<file path="src/psta_params.svh">
/*
  Constants of the program space table access block: register offsets,
  bit positions, operation codes and address masks.
  Assumes inclusion by bare name from the design files.
*/
`ifndef PSTA_PARAMS_SVH
`define PSTA_PARAMS_SVH
`define PSTA_OFF_PAGE 16'h0000
`define PSTA_OFF_CTRL 16'h0004
`define PSTA_OFF_KEY 16'h0008
`define PSTA_OFF_NVADR 16'h000C
`define PSTA_OFF_EA 16'h0010
`define PSTA_OFF_DATA 16'h0014
`define PSTA_OFF_CMD 16'h0018
`define PSTA_PSV_BIT 16
`define PSTA_CTRL_START 15
`define PSTA_CTRL_EN 14
`define PSTA_CTRL_ERR 13
`define PSTA_CMD_HI 0
`define PSTA_CMD_WR 1
`define PSTA_CMD_BYTE 2
`define PSTA_CMD_INC 3
`define PSTA_PAGE_MSB 7
`define PSTA_OP_ERASE 4'h3
`define PSTA_OP_PROG 4'h1
`define PSTA_KEY_FIRST 8'h55
`define PSTA_KEY_SECOND 8'hAA
`define PSTA_EA_STEP 16'h0002
`define PSTA_WORD_MASK 24'hFF_FFFE
`define PSTA_PROG_MASK 24'hFF_FFFC
`define PSTA_PAGE_MASK 24'hFF_F800
`define PSTA_PAGE_OFFS 24'h00_07FF
`define PSTA_LANE_LOW 3'h1
`define PSTA_LANE_MID 3'h2
`define PSTA_LANE_WORD 3'h3
`define PSTA_LANE_HIGH 3'h4
`define PSTA_LANE_NONE 3'h0
`endif

</file>
<file path="src/psta_pkg.sv">
/*
  Types of the program space table access block.
  Assumes psta_params.svh for the numeric constants.
*/
package psta_pkg;
  typedef enum logic [2:0] {ST_IDLE, ST_RD_ISSUE, ST_RD_TAKE, ST_FL_WAIT} psta_state_t;
  typedef enum logic [1:0] {KEY_NONE, KEY_HALF, KEY_ARMED} psta_key_t;
  typedef struct packed {
    logic rd;
    logic wr;
    logic erase;
    logic prog;
    logic [23:0] addr;
    logic [23:0] wdata;
    logic [2:0] lane;
  } psta_fa_req_t;
  typedef struct packed {
    logic hi;
    logic byte_mode;
    logic bsel;
    logic psv;
  } psta_rd_kind_t;
endpackage

</file>
<file path="src/psta_table_access.sv">
/*
  Program space table access: Wishbone classic slave giving the CPU table
  reads and writes of the 24-bit program array, a read-only visibility
  window, and self-timed page erase and double-word program.
  Assumes a flash array on the same clock: read data valid the cycle after
  rd, done pulse when an erase or program ends.
*/
// The address map and the Wishbone register port were decided locally.
// Behaviour
// - Address is page byte above effective address
// - Page top bit selects user or configuration
// - Program address bit zero always forced low
// - Unaligned and configuration table accesses accepted
// - Successive program words step address by two
// - Low word read returns bits fifteen to zero
// - Low byte read picks byte by select
// - High word read zeroes upper data byte
// - High byte read phantom byte reads zero
// - High reads and writes reach bits 23:16
// - Low reads and writes reach bits 15:0
// - Visibility window is read only, low word
// - Erase whole pages of 1024 words
// - Program two instruction words at once
// - Processor stalls until flash operation ends
// - Start bit begins operation, hardware clears it
// - Code 0011 erases page, 0001 programs
// - No erase or program without enable bit
`timescale 1ns/100ps
`default_nettype none
`include "psta_params.svh"
module psta_table_access (
  input wire logic clk_i,
  input wire logic rst_i,
  input wire logic ce_i,
  input wire logic wb_cyc_i,
  input wire logic wb_stb_i,
  input wire logic wb_we_i,
  input wire logic [16:0] wb_adr_i,
  input wire logic [3:0] wb_sel_i,
  input wire logic [31:0] wb_dat_i,
  output logic [31:0] wb_dat_o,
  output logic wb_ack_o,
  output psta_pkg::psta_fa_req_t fa_req_o,
  input wire logic [23:0] fa_rdata_i,
  input wire logic fa_done_i,
  output logic cpu_stall_o
);
  psta_pkg::psta_state_t state_reg;
  psta_pkg::psta_key_t key_reg;
  psta_pkg::psta_fa_req_t fa_reg;
  psta_pkg::psta_rd_kind_t rkind_reg;
  logic ack_reg;
  logic stall_reg;
  logic [31:0] dat_reg;
  logic [7:0] tpage_reg;
  logic [15:0] ea_reg;
  logic [15:0] tdata_reg;
  logic [23:0] nvadr_reg;
  logic busy_reg;
  logic en_reg;
  logic err_reg;
  logic [3:0] op_reg;

  logic req;
  logic wr;
  logic psv;
  logic [15:0] radr;
  logic cmd_wr;
  logic tbl_rd;
  logic tbl_wr;
  logic psv_rd;
  logic start_wr;
  logic [3:0] op_next;
  logic op_ok;
  logic go_flash;
  logic bad_start;
  logic [23:0] tbl_addr;
  logic [23:0] psv_addr;
  logic [15:0] rd_mapped;
  logic [31:0] rdata;
  logic [15:0] wmask;

  function automatic logic [15:0] rd_map(input logic hi, input logic bm, input logic bs,
                                          input logic [23:0] p);
    if (!hi) begin
      rd_map = !bm ? p[15:0] : {8'h00, bs ? p[15:8] : p[7:0]};
    end else begin
      rd_map = (bm && bs) ? 16'h0000 : {8'h00, p[23:16]};
    end
  endfunction

  assign req = wb_cyc_i & wb_stb_i & ~ack_reg & (state_reg == psta_pkg::ST_IDLE);
  assign wr = req & wb_we_i;
  assign psv = wb_adr_i[`PSTA_PSV_BIT];
  assign radr = wb_adr_i[15:0];
  assign wmask = {{8{wb_sel_i[1]}}, {8{wb_sel_i[0]}}};
  assign cmd_wr = wr & ~psv & (radr == `PSTA_OFF_CMD) & wb_sel_i[0];
  assign tbl_rd = cmd_wr & ~wb_dat_i[`PSTA_CMD_WR];
  assign tbl_wr = cmd_wr & wb_dat_i[`PSTA_CMD_WR];
  // Visibility window reads only; writes into it are acked and dropped
  assign psv_rd = req & ~wb_we_i & psv;
  assign start_wr = wr & ~psv & (radr == `PSTA_OFF_CTRL) & wb_sel_i[1]
                    & wb_dat_i[`PSTA_CTRL_START];
  assign op_next = wb_sel_i[0] ? wb_dat_i[3:0] : op_reg;
  assign op_ok = (op_next == `PSTA_OP_ERASE) | (op_next == `PSTA_OP_PROG);
  assign go_flash = start_wr & (key_reg == psta_pkg::KEY_ARMED)
                    & wb_dat_i[`PSTA_CTRL_EN] & op_ok;
  assign bad_start = start_wr & ~go_flash;
  // Page byte on top, effective address below, bit zero forced low; any
  // page value is accepted, so unaligned and configuration accesses pass
  assign tbl_addr = {tpage_reg, ea_reg}
                    & `PSTA_WORD_MASK;
  assign psv_addr = {tpage_reg, radr} & `PSTA_WORD_MASK;
  assign rd_mapped = rd_map(rkind_reg.hi, rkind_reg.byte_mode, rkind_reg.bsel, fa_rdata_i);

  always_comb begin
    unique case (radr)
      `PSTA_OFF_PAGE: rdata = {24'h00_0000, tpage_reg};
      `PSTA_OFF_CTRL: rdata = {16'h0000, busy_reg, en_reg, err_reg, 9'h000, op_reg};
      `PSTA_OFF_NVADR: rdata = {8'h00, nvadr_reg};
      `PSTA_OFF_EA: rdata = {16'h0000, ea_reg};
      `PSTA_OFF_DATA: rdata = {16'h0000, tdata_reg};
      default: rdata = 32'h0000_0000;
    endcase
  end

  // Bus sequencing; flash operations hold the ack back, stalling the master
  always_ff @(posedge clk_i) begin
    if (rst_i) begin
      state_reg <= psta_pkg::ST_IDLE;
      ack_reg <= 1'b0;
      dat_reg <= 32'h0000_0000;
      rkind_reg <= '0;
    end else if (ce_i) begin
      ack_reg <= 1'b0;
      unique case (state_reg)
        psta_pkg::ST_IDLE: begin
          if (tbl_rd || psv_rd) begin
            state_reg <= psta_pkg::ST_RD_ISSUE;
            rkind_reg.hi <= psv ? 1'b0 : wb_dat_i[`PSTA_CMD_HI];
            rkind_reg.byte_mode <= psv ? 1'b0 : wb_dat_i[`PSTA_CMD_BYTE];
            rkind_reg.bsel <= psv ? 1'b0 : ea_reg[0];
            rkind_reg.psv <= psv;
          end else if (go_flash) begin
            state_reg <= psta_pkg::ST_FL_WAIT;
          end else if (req) begin
            ack_reg <= 1'b1;
            dat_reg <= (wb_we_i || psv) ? 32'h0000_0000 : rdata;
          end
        end
        psta_pkg::ST_RD_ISSUE: state_reg <= psta_pkg::ST_RD_TAKE;
        psta_pkg::ST_RD_TAKE: begin
          // Fixed three-edge read, phantom byte already zeroed by the map
          state_reg <= psta_pkg::ST_IDLE;
          ack_reg <= 1'b1;
          dat_reg <= rkind_reg.psv ? {16'h0000, rd_mapped} : 32'h0000_0000;
        end
        psta_pkg::ST_FL_WAIT: begin
          if (fa_done_i) begin
            state_reg <= psta_pkg::ST_IDLE;
            ack_reg <= 1'b1;
          end
        end
      endcase
    end
  end

  // Requests to the flash array; strobes last one cycle
  always_ff @(posedge clk_i) begin
    if (rst_i) begin
      fa_reg <= '0;
    end else if (ce_i) begin
      fa_reg.rd <= tbl_rd | psv_rd;
      fa_reg.wr <= 1'b0;
      fa_reg.erase <= 1'b0;
      fa_reg.prog <= 1'b0;
      if (tbl_rd) begin
        fa_reg.addr <= tbl_addr;
      end else if (psv_rd) begin
        fa_reg.addr <= psv_addr;
      end else if (tbl_wr) begin
        fa_reg.addr <= tbl_addr;
        if (wb_dat_i[`PSTA_CMD_HI]) begin
          // Phantom byte write has no lane and never reaches the array
          fa_reg.wr <= ~(wb_dat_i[`PSTA_CMD_BYTE] & ea_reg[0]);
          fa_reg.lane <= (wb_dat_i[`PSTA_CMD_BYTE] & ea_reg[0]) ? `PSTA_LANE_NONE
                         : `PSTA_LANE_HIGH;
          fa_reg.wdata <= {tdata_reg[7:0], 16'h0000};
        end else begin
          fa_reg.wr <= 1'b1;
          fa_reg.lane <= !wb_dat_i[`PSTA_CMD_BYTE] ? `PSTA_LANE_WORD
                         : (ea_reg[0] ? `PSTA_LANE_MID : `PSTA_LANE_LOW);
          fa_reg.wdata <= wb_dat_i[`PSTA_CMD_BYTE]
                          ? {8'h00, tdata_reg[7:0], tdata_reg[7:0]}
                          : {8'h00, tdata_reg};
        end
      end else if (go_flash) begin
        fa_reg.erase <= (op_next == `PSTA_OP_ERASE);
        fa_reg.prog <= (op_next == `PSTA_OP_PROG);
        // Erase takes the whole page, program the aligned word pair
        fa_reg.addr <= (op_next == `PSTA_OP_ERASE) ? (nvadr_reg & `PSTA_PAGE_MASK)
                       : (nvadr_reg & `PSTA_PROG_MASK);
        fa_reg.lane <= `PSTA_LANE_NONE;
      end
    end
  end

  // Unlock key: 0x55 then 0xAA on consecutive writes; any other write disarms
  always_ff @(posedge clk_i) begin
    if (rst_i) begin
      key_reg <= psta_pkg::KEY_NONE;
    end else if (ce_i && wr) begin
      if (!psv && radr == `PSTA_OFF_KEY && wb_sel_i[0]) begin
        if (wb_dat_i[7:0] == `PSTA_KEY_FIRST) begin
          key_reg <= psta_pkg::KEY_HALF;
        end else if (key_reg == psta_pkg::KEY_HALF && wb_dat_i[7:0] == `PSTA_KEY_SECOND) begin
          key_reg <= psta_pkg::KEY_ARMED;
        end else begin
          key_reg <= psta_pkg::KEY_NONE;
        end
      end else begin
        key_reg <= psta_pkg::KEY_NONE;
      end
    end
  end

  // Control register: start, enable, error flag, operation select
  always_ff @(posedge clk_i) begin
    if (rst_i) begin
      busy_reg <= 1'b0;
      en_reg <= 1'b0;
      err_reg <= 1'b0;
      op_reg <= 4'h0;
      stall_reg <= 1'b0;
    end else if (ce_i) begin
      if (wr && !psv && radr == `PSTA_OFF_CTRL) begin
        if (wb_sel_i[1]) begin
          en_reg <= wb_dat_i[`PSTA_CTRL_EN];
        end
        if (wb_sel_i[0]) begin
          op_reg <= wb_dat_i[3:0];
        end
      end
      if (bad_start) begin
        err_reg <= 1'b1;
      end else if (go_flash) begin
        err_reg <= 1'b0;
      end else if (wr && !psv && radr == `PSTA_OFF_CTRL && wb_sel_i[1]) begin
        err_reg <= wb_dat_i[`PSTA_CTRL_ERR];
      end
      if (go_flash) begin
        busy_reg <= 1'b1;
        stall_reg <= 1'b1;
      end else if (state_reg == psta_pkg::ST_FL_WAIT && fa_done_i) begin
        busy_reg <= 1'b0;
        stall_reg <= 1'b0;
      end
    end
  end

  // Table page, effective address, data and flash address registers
  always_ff @(posedge clk_i) begin
    if (rst_i) begin
      tpage_reg <= 8'h00;
      ea_reg <= 16'h0000;
      tdata_reg <= 16'h0000;
      nvadr_reg <= 24'h00_0000;
    end else if (ce_i) begin
      if (wr && !psv) begin
        if (radr == `PSTA_OFF_PAGE && wb_sel_i[0]) begin
          tpage_reg <= wb_dat_i[7:0];
        end
        if (radr == `PSTA_OFF_EA) begin
          ea_reg <= (ea_reg & ~wmask) | (wb_dat_i[15:0] & wmask);
        end
        if (radr == `PSTA_OFF_DATA) begin
          tdata_reg <= (tdata_reg & ~wmask) | (wb_dat_i[15:0] & wmask);
        end
        if (radr == `PSTA_OFF_NVADR) begin
          nvadr_reg <= {wb_sel_i[2] ? wb_dat_i[23:16] : nvadr_reg[23:16],
                        (nvadr_reg[15:0] & ~wmask) | (wb_dat_i[15:0] & wmask)};
        end
      end
      if (cmd_wr && wb_dat_i[`PSTA_CMD_INC]) begin
        ea_reg <= ea_reg + `PSTA_EA_STEP;
      end
      if (state_reg == psta_pkg::ST_RD_TAKE && !rkind_reg.psv) begin
        tdata_reg <= rd_mapped;
      end
    end
  end

  assign wb_ack_o = ack_reg;
  assign wb_dat_o = dat_reg;
  assign fa_req_o = fa_reg;
  assign cpu_stall_o = stall_reg;

  a_addr_lsb_low: assert property (@(posedge clk_i) disable iff (rst_i)
    (fa_reg.rd || fa_reg.wr || fa_reg.erase || fa_reg.prog) |-> !fa_reg.addr[0])
    else $error("flash address bit zero set");
  a_page_on_top: assert property (@(posedge clk_i) disable iff (rst_i)
    (fa_reg.rd || fa_reg.wr) |-> fa_reg.addr[23:16] == tpage_reg)
    else $error("table address page byte wrong");
  a_space_select: assert property (@(posedge clk_i) disable iff (rst_i)
    fa_reg.rd |-> fa_reg.addr[23] == tpage_reg[`PSTA_PAGE_MSB])
    else $error("table access in wrong space");
  a_phantom_zero: assert property (@(posedge clk_i) disable iff (rst_i || !ce_i)
    (state_reg == psta_pkg::ST_RD_TAKE && !rkind_reg.psv && rkind_reg.hi
     && rkind_reg.byte_mode && rkind_reg.bsel) |=> tdata_reg == 16'h0000)
    else $error("phantom byte not zero");
  a_read_no_write: assert property (@(posedge clk_i) disable iff (rst_i || !ce_i)
    (tbl_rd || psv_rd) |=> !fa_reg.wr && !fa_reg.erase && !fa_reg.prog ##1 !fa_reg.wr ##1
    wb_ack_o)
    else $error("table read wrote array or missed its latency");
  a_bad_start_err: assert property (@(posedge clk_i) disable iff (rst_i || !ce_i)
    bad_start |=> err_reg && !fa_reg.erase && !fa_reg.prog && !busy_reg)
    else $error("bad start not flagged or flash touched");
  a_stall_held: assert property (@(posedge clk_i) disable iff (rst_i || !ce_i)
    (state_reg == psta_pkg::ST_FL_WAIT && !fa_done_i) |=> cpu_stall_o && !wb_ack_o)
    else $error("stall released before flash done");
  a_start_cleared: assert property (@(posedge clk_i) disable iff (rst_i || !ce_i)
    (state_reg == psta_pkg::ST_FL_WAIT && fa_done_i) |=> !busy_reg && wb_ack_o && !cpu_stall_o)
    else $error("start bit not cleared at done");
  a_erase_page: assert property (@(posedge clk_i) disable iff (rst_i)
    fa_reg.erase |-> (fa_reg.addr & `PSTA_PAGE_OFFS) == 24'h00_0000 && !fa_reg.prog)
    else $error("erase not page aligned");
  a_enable_gate: assert property (@(posedge clk_i) disable iff (rst_i || !ce_i)
    (start_wr && !wb_dat_i[`PSTA_CTRL_EN]) |=> !fa_reg.erase && !fa_reg.prog)
    else $error("flash operation without enable");
endmodule
`default_nettype wire

</file>
<file path="config.mk">
export PLATFORM = sky130hd
export DESIGN_NAME = psta_table_access
export DESIGN_NICKNAME = d
export VERILOG_FILES = /design/src/psta_pkg.sv /design/src/psta_table_access.sv
export VERILOG_INCLUDE_DIRS = /design/src
export SDC_FILE = /design/constraint.sdc
export NUM_CORES = 1
export LEC_CHECK = 0
export ABC_AREA = 1
export ABC_CLOCK_PERIOD_IN_PS = 1700
export BUFFER_PORTS_ARGS = -buffer_cell sky130_fd_sc_hd__buf_2
export CAP_MARGIN = 5
export CORE_MARGIN = 1
export CORE_UTILIZATION = 40
export CTS_BUF_LIST = sky130_fd_sc_hd__clkbuf_8
export DETAILED_ROUTE_END_ITERATION = 6
export SETUP_SLACK_MARGIN = 0.1
export SLEW_MARGIN = 20
export SYNTH_ARGS = -nofsm -noshare
export SYNTH_HDL_FRONTEND = slang
export SYNTH_SLANG_ARGS = --single-unit
</file>
<file path="constraint.sdc">
create_clock -name clk_i -period 1.7 [get_ports clk_i]
set_input_delay 0.255 -clock clk_i [delete_from_list [all_inputs] [get_ports clk_i]]
set_output_delay 0.255 -clock clk_i [all_outputs]
set_load 0.05 [all_outputs]
</file>
; Word level (Yosys, flattened, before mapping)
; Cells that the tools add are included.
[totals]
word_cells = 179
in_bits = 84
register_bits = 168
output_inout_bits = 89
[classes]
n_eq_ne = 20
bitwise_logic = 37
add_sub_neg = 1
reduce_logical = 42
muxes = 55
[op_table]
columns = op, n
row1 = two-way mux 16 bit, 10
row2 = two-way mux 32 bit, 4
row3 = one-hot mux 24 bit (5 select lines), 1
row4 = two-way mux 24 bit, 3
row5 = bitwise AND 16 bit, 4
row6 = one-hot mux 32 bit (2 select lines), 1
row7 = == test 16 x 5 -> 1 bit (second input constant), 3
row8 = bitwise OR 16 bit, 3
row9 = == test 16 x 4 -> 1 bit (second input constant), 2
row10 = two-way mux 27 bit, 1
row11 = two-way mux 26 bit, 1
row12 = two-way mux 3 bit, 8
row13 = AND reduction 3 bit, 7
row14 = bitwise AND 1 bit, 19
row15 = adder 16 x 2 -> 16 bit (second input constant), 1
row16 = == test 16 x 3 -> 1 bit (second input constant), 1
row17 = logical NOT 16 bit, 1
row18 = two-way mux 8 bit, 2
row19 = inverter 16 bit, 1
row20 = two-way mux 1 bit, 14
row21 = nonzero test 2 bit, 7
row22 = logical AND 1 bit, 12
row23 = two-way mux 2 bit, 6
row24 = one-hot mux 3 bit (4 select lines), 1
row25 = 23 further kinds, 42

; Depth between registers and ports, before layout
[depth]
word_depth = 15
mapped_depth = 16
depth_no_buf = 16

; Worst setup path after synthesis
; No wires, ideal clock.
[synth_timing]
kind = register to register
from = register ack_reg, in the netlist wb_ack_o
to = register dat_reg[13], in the netlist wb_dat_o[13]
t_arrival_ns = 1.898
n_path_buf = 2
setup_slack_ns = -0.315
setup_ns = 0.117
path_stages_with_launch = 12
path_cell_list = dfxtp_1 > nor2_1 > nand2_1 > inv_1 > nand3_1 > buf_2 > nand2_2 > o21bai_4 > buf_2 > nand3_1 > nand2_1 > nor2_1
[synth_between]
elab_chain_len = 13
[synth_lines]
columns = item, line
row1 = "start, declared", psta_table_access.sv:52  ; logic ack_reg;
row2 = "start signal, assigned", psta_table_access.sv:131  ; ack_reg <= 1'b0;
row3 = "start signal, assigned", psta_table_access.sv:135  ; ack_reg <= 1'b0;
row4 = "start signal, assigned", psta_table_access.sv:147  ; ack_reg <= 1'b1;
row5 = inverter 1 bit (*), psta_table_access.sv:92  ; assign req = wb_cyc_i & wb_stb_i & ~ack_reg & (state_reg == psta_pkg::ST_IDLE);
row6 = bitwise AND 1 bit (*) (2 in series), psta_table_access.sv:92
row7 = bitwise AND 1 bit, psta_table_access.sv:93  ; assign wr = req & wb_we_i;
row8 = bitwise AND 1 bit, "psta_table_access.sv:97, psta_table_access.sv:102"
row9 = bitwise AND 1 bit (3 in series), psta_table_access.sv:102  ; assign start_wr = wr & ~psv & (radr == `PSTA_OFF_CTRL) & wb_sel_i[1]
row10 = bitwise AND 1 bit (3 in series), psta_table_access.sv:106  ; assign go_flash = start_wr & (key_reg == psta_pkg::KEY_ARMED)
row11 = inequality test 2 bit (no source line), -
row12 = AND reduction 5 bit (no source line) (*), -
row13 = "end signal, assigned", psta_table_access.sv:148  ; dat_reg <= (wb_we_i || psv) ? 32'h0000_0000 : rdata;
row14 = "end signal, assigned", psta_table_access.sv:156  ; dat_reg <= rkind_reg.psv ? {16'h0000, rd_mapped} : 32'h0000_0000;
row15 = "end, declared", psta_table_access.sv:54  ; logic [31:0] dat_reg;
; Every way passes the cells marked *; elsewhere a longest branch is shown, timed or not.
; A chain may end at the register's enable or synchronous reset.

; Final worst setup path
[layout_timing]
from = register state_reg[1]
to = register fa_reg, in the netlist fa_req_o[20]
[layout_between]
elab_chain_len = 9
[layout_lines]
columns = item, line
row1 = "start, declared", psta_table_access.sv:48  ; psta_pkg::psta_state_t state_reg;
row2 = "start signal, assigned", psta_table_access.sv:130  ; state_reg <= psta_pkg::ST_IDLE;
row3 = "start signal, assigned", psta_table_access.sv:139  ; state_reg <= psta_pkg::ST_RD_ISSUE;
row4 = "start signal, assigned", psta_table_access.sv:145  ; state_reg <= psta_pkg::ST_FL_WAIT;
row5 = logical NOT 3 bit (*), psta_table_access.sv:92
row6 = bitwise AND 1 bit (*), psta_table_access.sv:92
row7 = bitwise AND 1 bit, psta_table_access.sv:93
row8 = bitwise AND 1 bit (3 in series), psta_table_access.sv:97  ; assign cmd_wr = wr & ~psv & (radr == `PSTA_OFF_CMD) & wb_sel_i[0];
row9 = bitwise AND 1 bit, psta_table_access.sv:98  ; assign tbl_rd = cmd_wr & ~wb_dat_i[`PSTA_CMD_WR];
row10 = inverter 1 bit (no source line), -
row11 = AND reduction 4 bit (no source line) (*), -
row12 = "end, declared", psta_table_access.sv:50  ; psta_pkg::psta_fa_req_t fa_reg;
; Marks and branches as above.

==> results.yml <==
status:
  outcome: "finished, violations left"
  violations: "setup timing"
sta:
  whs_ps: 44.0
  tightest_slew_ps: 857
  relSlewSlack_pct: 42.8
  period_share_pct: 111
  rsz0062_at_grt: "true"
  fmax_ghz: 0.530
  layout_setup_ws_ps: -187
  hold_viol: 0
  finalSetupViolCount: 149
  period_needed_ps: 1890
  drv_slew: 0
  fin_worst_skew_ps: 16.9
routing:
  wl_per_cell_um: 17.6
  drtPass1Iterations: 5
  vias_per_cell: 5.33
  drt-total-wl_um: 33800
  drc_errors: 0
  vias: 10200
  drt-initial-drc-count: 875
  ant_nets: 0
pwr:
  p_total_w: 0.00849
  ir_drop_mv: 0.441
  pwr_density_cell_mw_per_mm2: 679
  p_leak_nw: 5.39
final_layout:
  n_antenna_cell: 0
  final_cell_mix: "nand2_1, buf_4, dfxtp_1, buf_2, nor2_1"
  drive_above_1_share_pct: 36.6
  final_common_cell: "nand2_1"
  nNetsFinal: 1715
  largest_reg_flops: 54
  synthToLayoutAreaGrowth_pct: 46.1
  nFillCells: 1995
grt:
  grt_usage_pct: 30.2
  grt_remaining_overflow: 0
  grt_start_max_net_pins: 98
  grt_antenna_before_repair: 0
  grt_pass1_vias: 9302
  grt_pass1_wl_um: 50800
synthesis:
  synth_top_family_by_area: "simple AND/OR/NAND/NOR gates"
  ys_warn_count: 0
  synth_fa_ha_area_share_pct: 0.146
  synth_largest_area_cell: "dfxtp_1"
  synthMuxAreaShare_pct: 0
  synth_compound_area_share_pct: 19.3
  synth_edf_count: 0
  synth_area_per_cell_um2: 6.56
  synth-xor-area-share_pct: 1.13
  ys_seq_elements: 158
  synthArstFlopShare_pct: 0
  synth-simple-area-share_pct: 31.8
  synth_ff_type: "dfxtp_1"
  synthCells: 1305
  ys_seq_area_share_pct: 36.9
  synth_cell_types: 41
  yosys.area.top_type_share_pct: 36.9
  netlist_top_cells_area: "dfxtp_1, nand2_1, a21oi_1"
  netlist_area_mm2: 0.00856
worst_setup_path:
  crit_fanout: 7
  startpoint_type: "register"
  critPathSlowestCell: "dfxtp_4"
  critical_path_class: "reg -> reg"
  cpPeakStageDelay_ps: 370
  rr_worst_depth: 12
  arrival_ps: 2290
  end_kind: "register"
  path_cells: "nor2_4 -> nand3_4 -> nor2_4 -> nand2_2 -> inv_2 -> buf_6 -> nand3_4 -> nor2_4 -> buf_12 -> buf_8 -> nand3_4 -> a21oi_2"
  crit_required_ps: 2100
place:
  hpwl_um: 24900
  port_buffers: 154
  routabilityCongestion: 0.968
cts:
  clk_latency_ps: 480
  cts.hold.buffers_added: 0
  cts-buffers-inserted: 17
  cts.sink_count: 158
  clk_pin_slew_worst_paths_ps: 100
  htreeDepth: 4
  clockBufferDepth: 2
  cts-root-buf: "clkbuf_8"
  cts_tree: "built"
floorplanning:
  die_w_um: 148
  start_util_pct: 40.7
  io_pins: 173
  rows: 53
  die_h_um: 148
  fp.dieArea_mm2: 0.0220
  fp.coreArea_mm2: 0.0210
worst_hold_path:
  hold_depth: 3
  hold_path.class: "in -> reg"
flow_run:
  maxCapViolations: 0
-- path summary, 6_finish.rpt --
| kind | slack, ps | start | endpoint |
|---|---|---|---|
| max | -190 | state_reg[1] | fa_req_o[20] |
| min | 40 | wb_dat_i[19] | nvadr_reg[19] |
| max reg2reg | -190 | state_reg[1] | fa_req_o[20] |
| min reg2reg | 460 | fa_req_o[18] | fa_req_o[18] |
-- per-stage QoR --
stage | util, % | cell area [um2] | TNS (ps) | cells | setup WS (ps)
2_1_floorplan | - | 8820 | 0 | 1313 | 6.60
3_3_place_gp | 51.9 | 10900 | -56460 | 1850 | -687
3_5_place_dp | 51.9 | 10900 | -58690 | 1850 | -658
4_1_cts | 57.2 | 12000 | -10910 | 1904 | -122
5_1_grt | 59.5 | 12500 | -29930 | 1918 | -279
6_report | 59.5 | 12500 | -16710 | 1918 | -187
-- worst max-delay path: cells and delay by family (launching register included) --
family / cells / cell delay (ps)
AOI/OAI and AO/OA: 1 / 130
buffers and inverters: 4 / 500
and+or+nand+nor: 7 / 810
DFF: 1 / 370
-- area by class of cell --
type | count | area (um2) | share of cell area, %
sequential | 158 | 3170 | 25.4
timing repair buffer | 374 | 2770 | 22.1
clock inverter | 14 | 126 | 1.01
inverter | 136 | 544 | 4.35
multi-input combinational | 943 | 5310 | 42.4
tap | 275 | 344 | 2.75
clock buffer | 18 | 248 | 1.98
-- cell usage after synthesis, types with 14 or more instances --
library cell	instances
nor3_1	32
a211oi_1	15
nand2_1	262
buf_2	20
o22ai_1	16
o21ai_0	120
clkbuf_1	37
dfxtp_1	158
a21oi_1	129
nor2_1	140
buf_4	14
nand4_1	27
nand3_1	108
inv_1	126
-- logic make-up (layout without fill, tap and decap cells) --
kind of cell	count (synthesis)	in the layout
compound gates	308	309
xor+xnor	11	11
fa+ha+maj	1	1
buf+inv	216	542
flops	158	158
other cells	1	9
simple gates	610	613
-- repair_timing --
| action | 4_1_cts | 5_1_grt |
|---|---|---|
| endpoints found under the hold margin | 0 | 0 |
| gates resized for setup | 167 | 82 |
| cloned | 6 | 6 |
| endpoints found under the setup margin | 155 | 156 |
| pin swaps | 42 | 26 |
| setup buffers | 17 | 9 |
-- report_power, final --
group	internal [W]	switching, W
clock network	0.00111	0.00168
registers	0.00381	0.0000758
logic	0.000644	0.00118
total	0.00556	0.00293
-- per-layer routing --
metal	part of all wire, %	up-vias	wire, um	track usage (%)
li1	-	4988	-	-
met2	43	476	14600	45.0
met3	8.0	71	2690	4.85
met5	0	-	0	0
met4	3.7	0	1240	12.4
met1	45	4691	15300	43.1
Power figures use the tool's default switching activity.
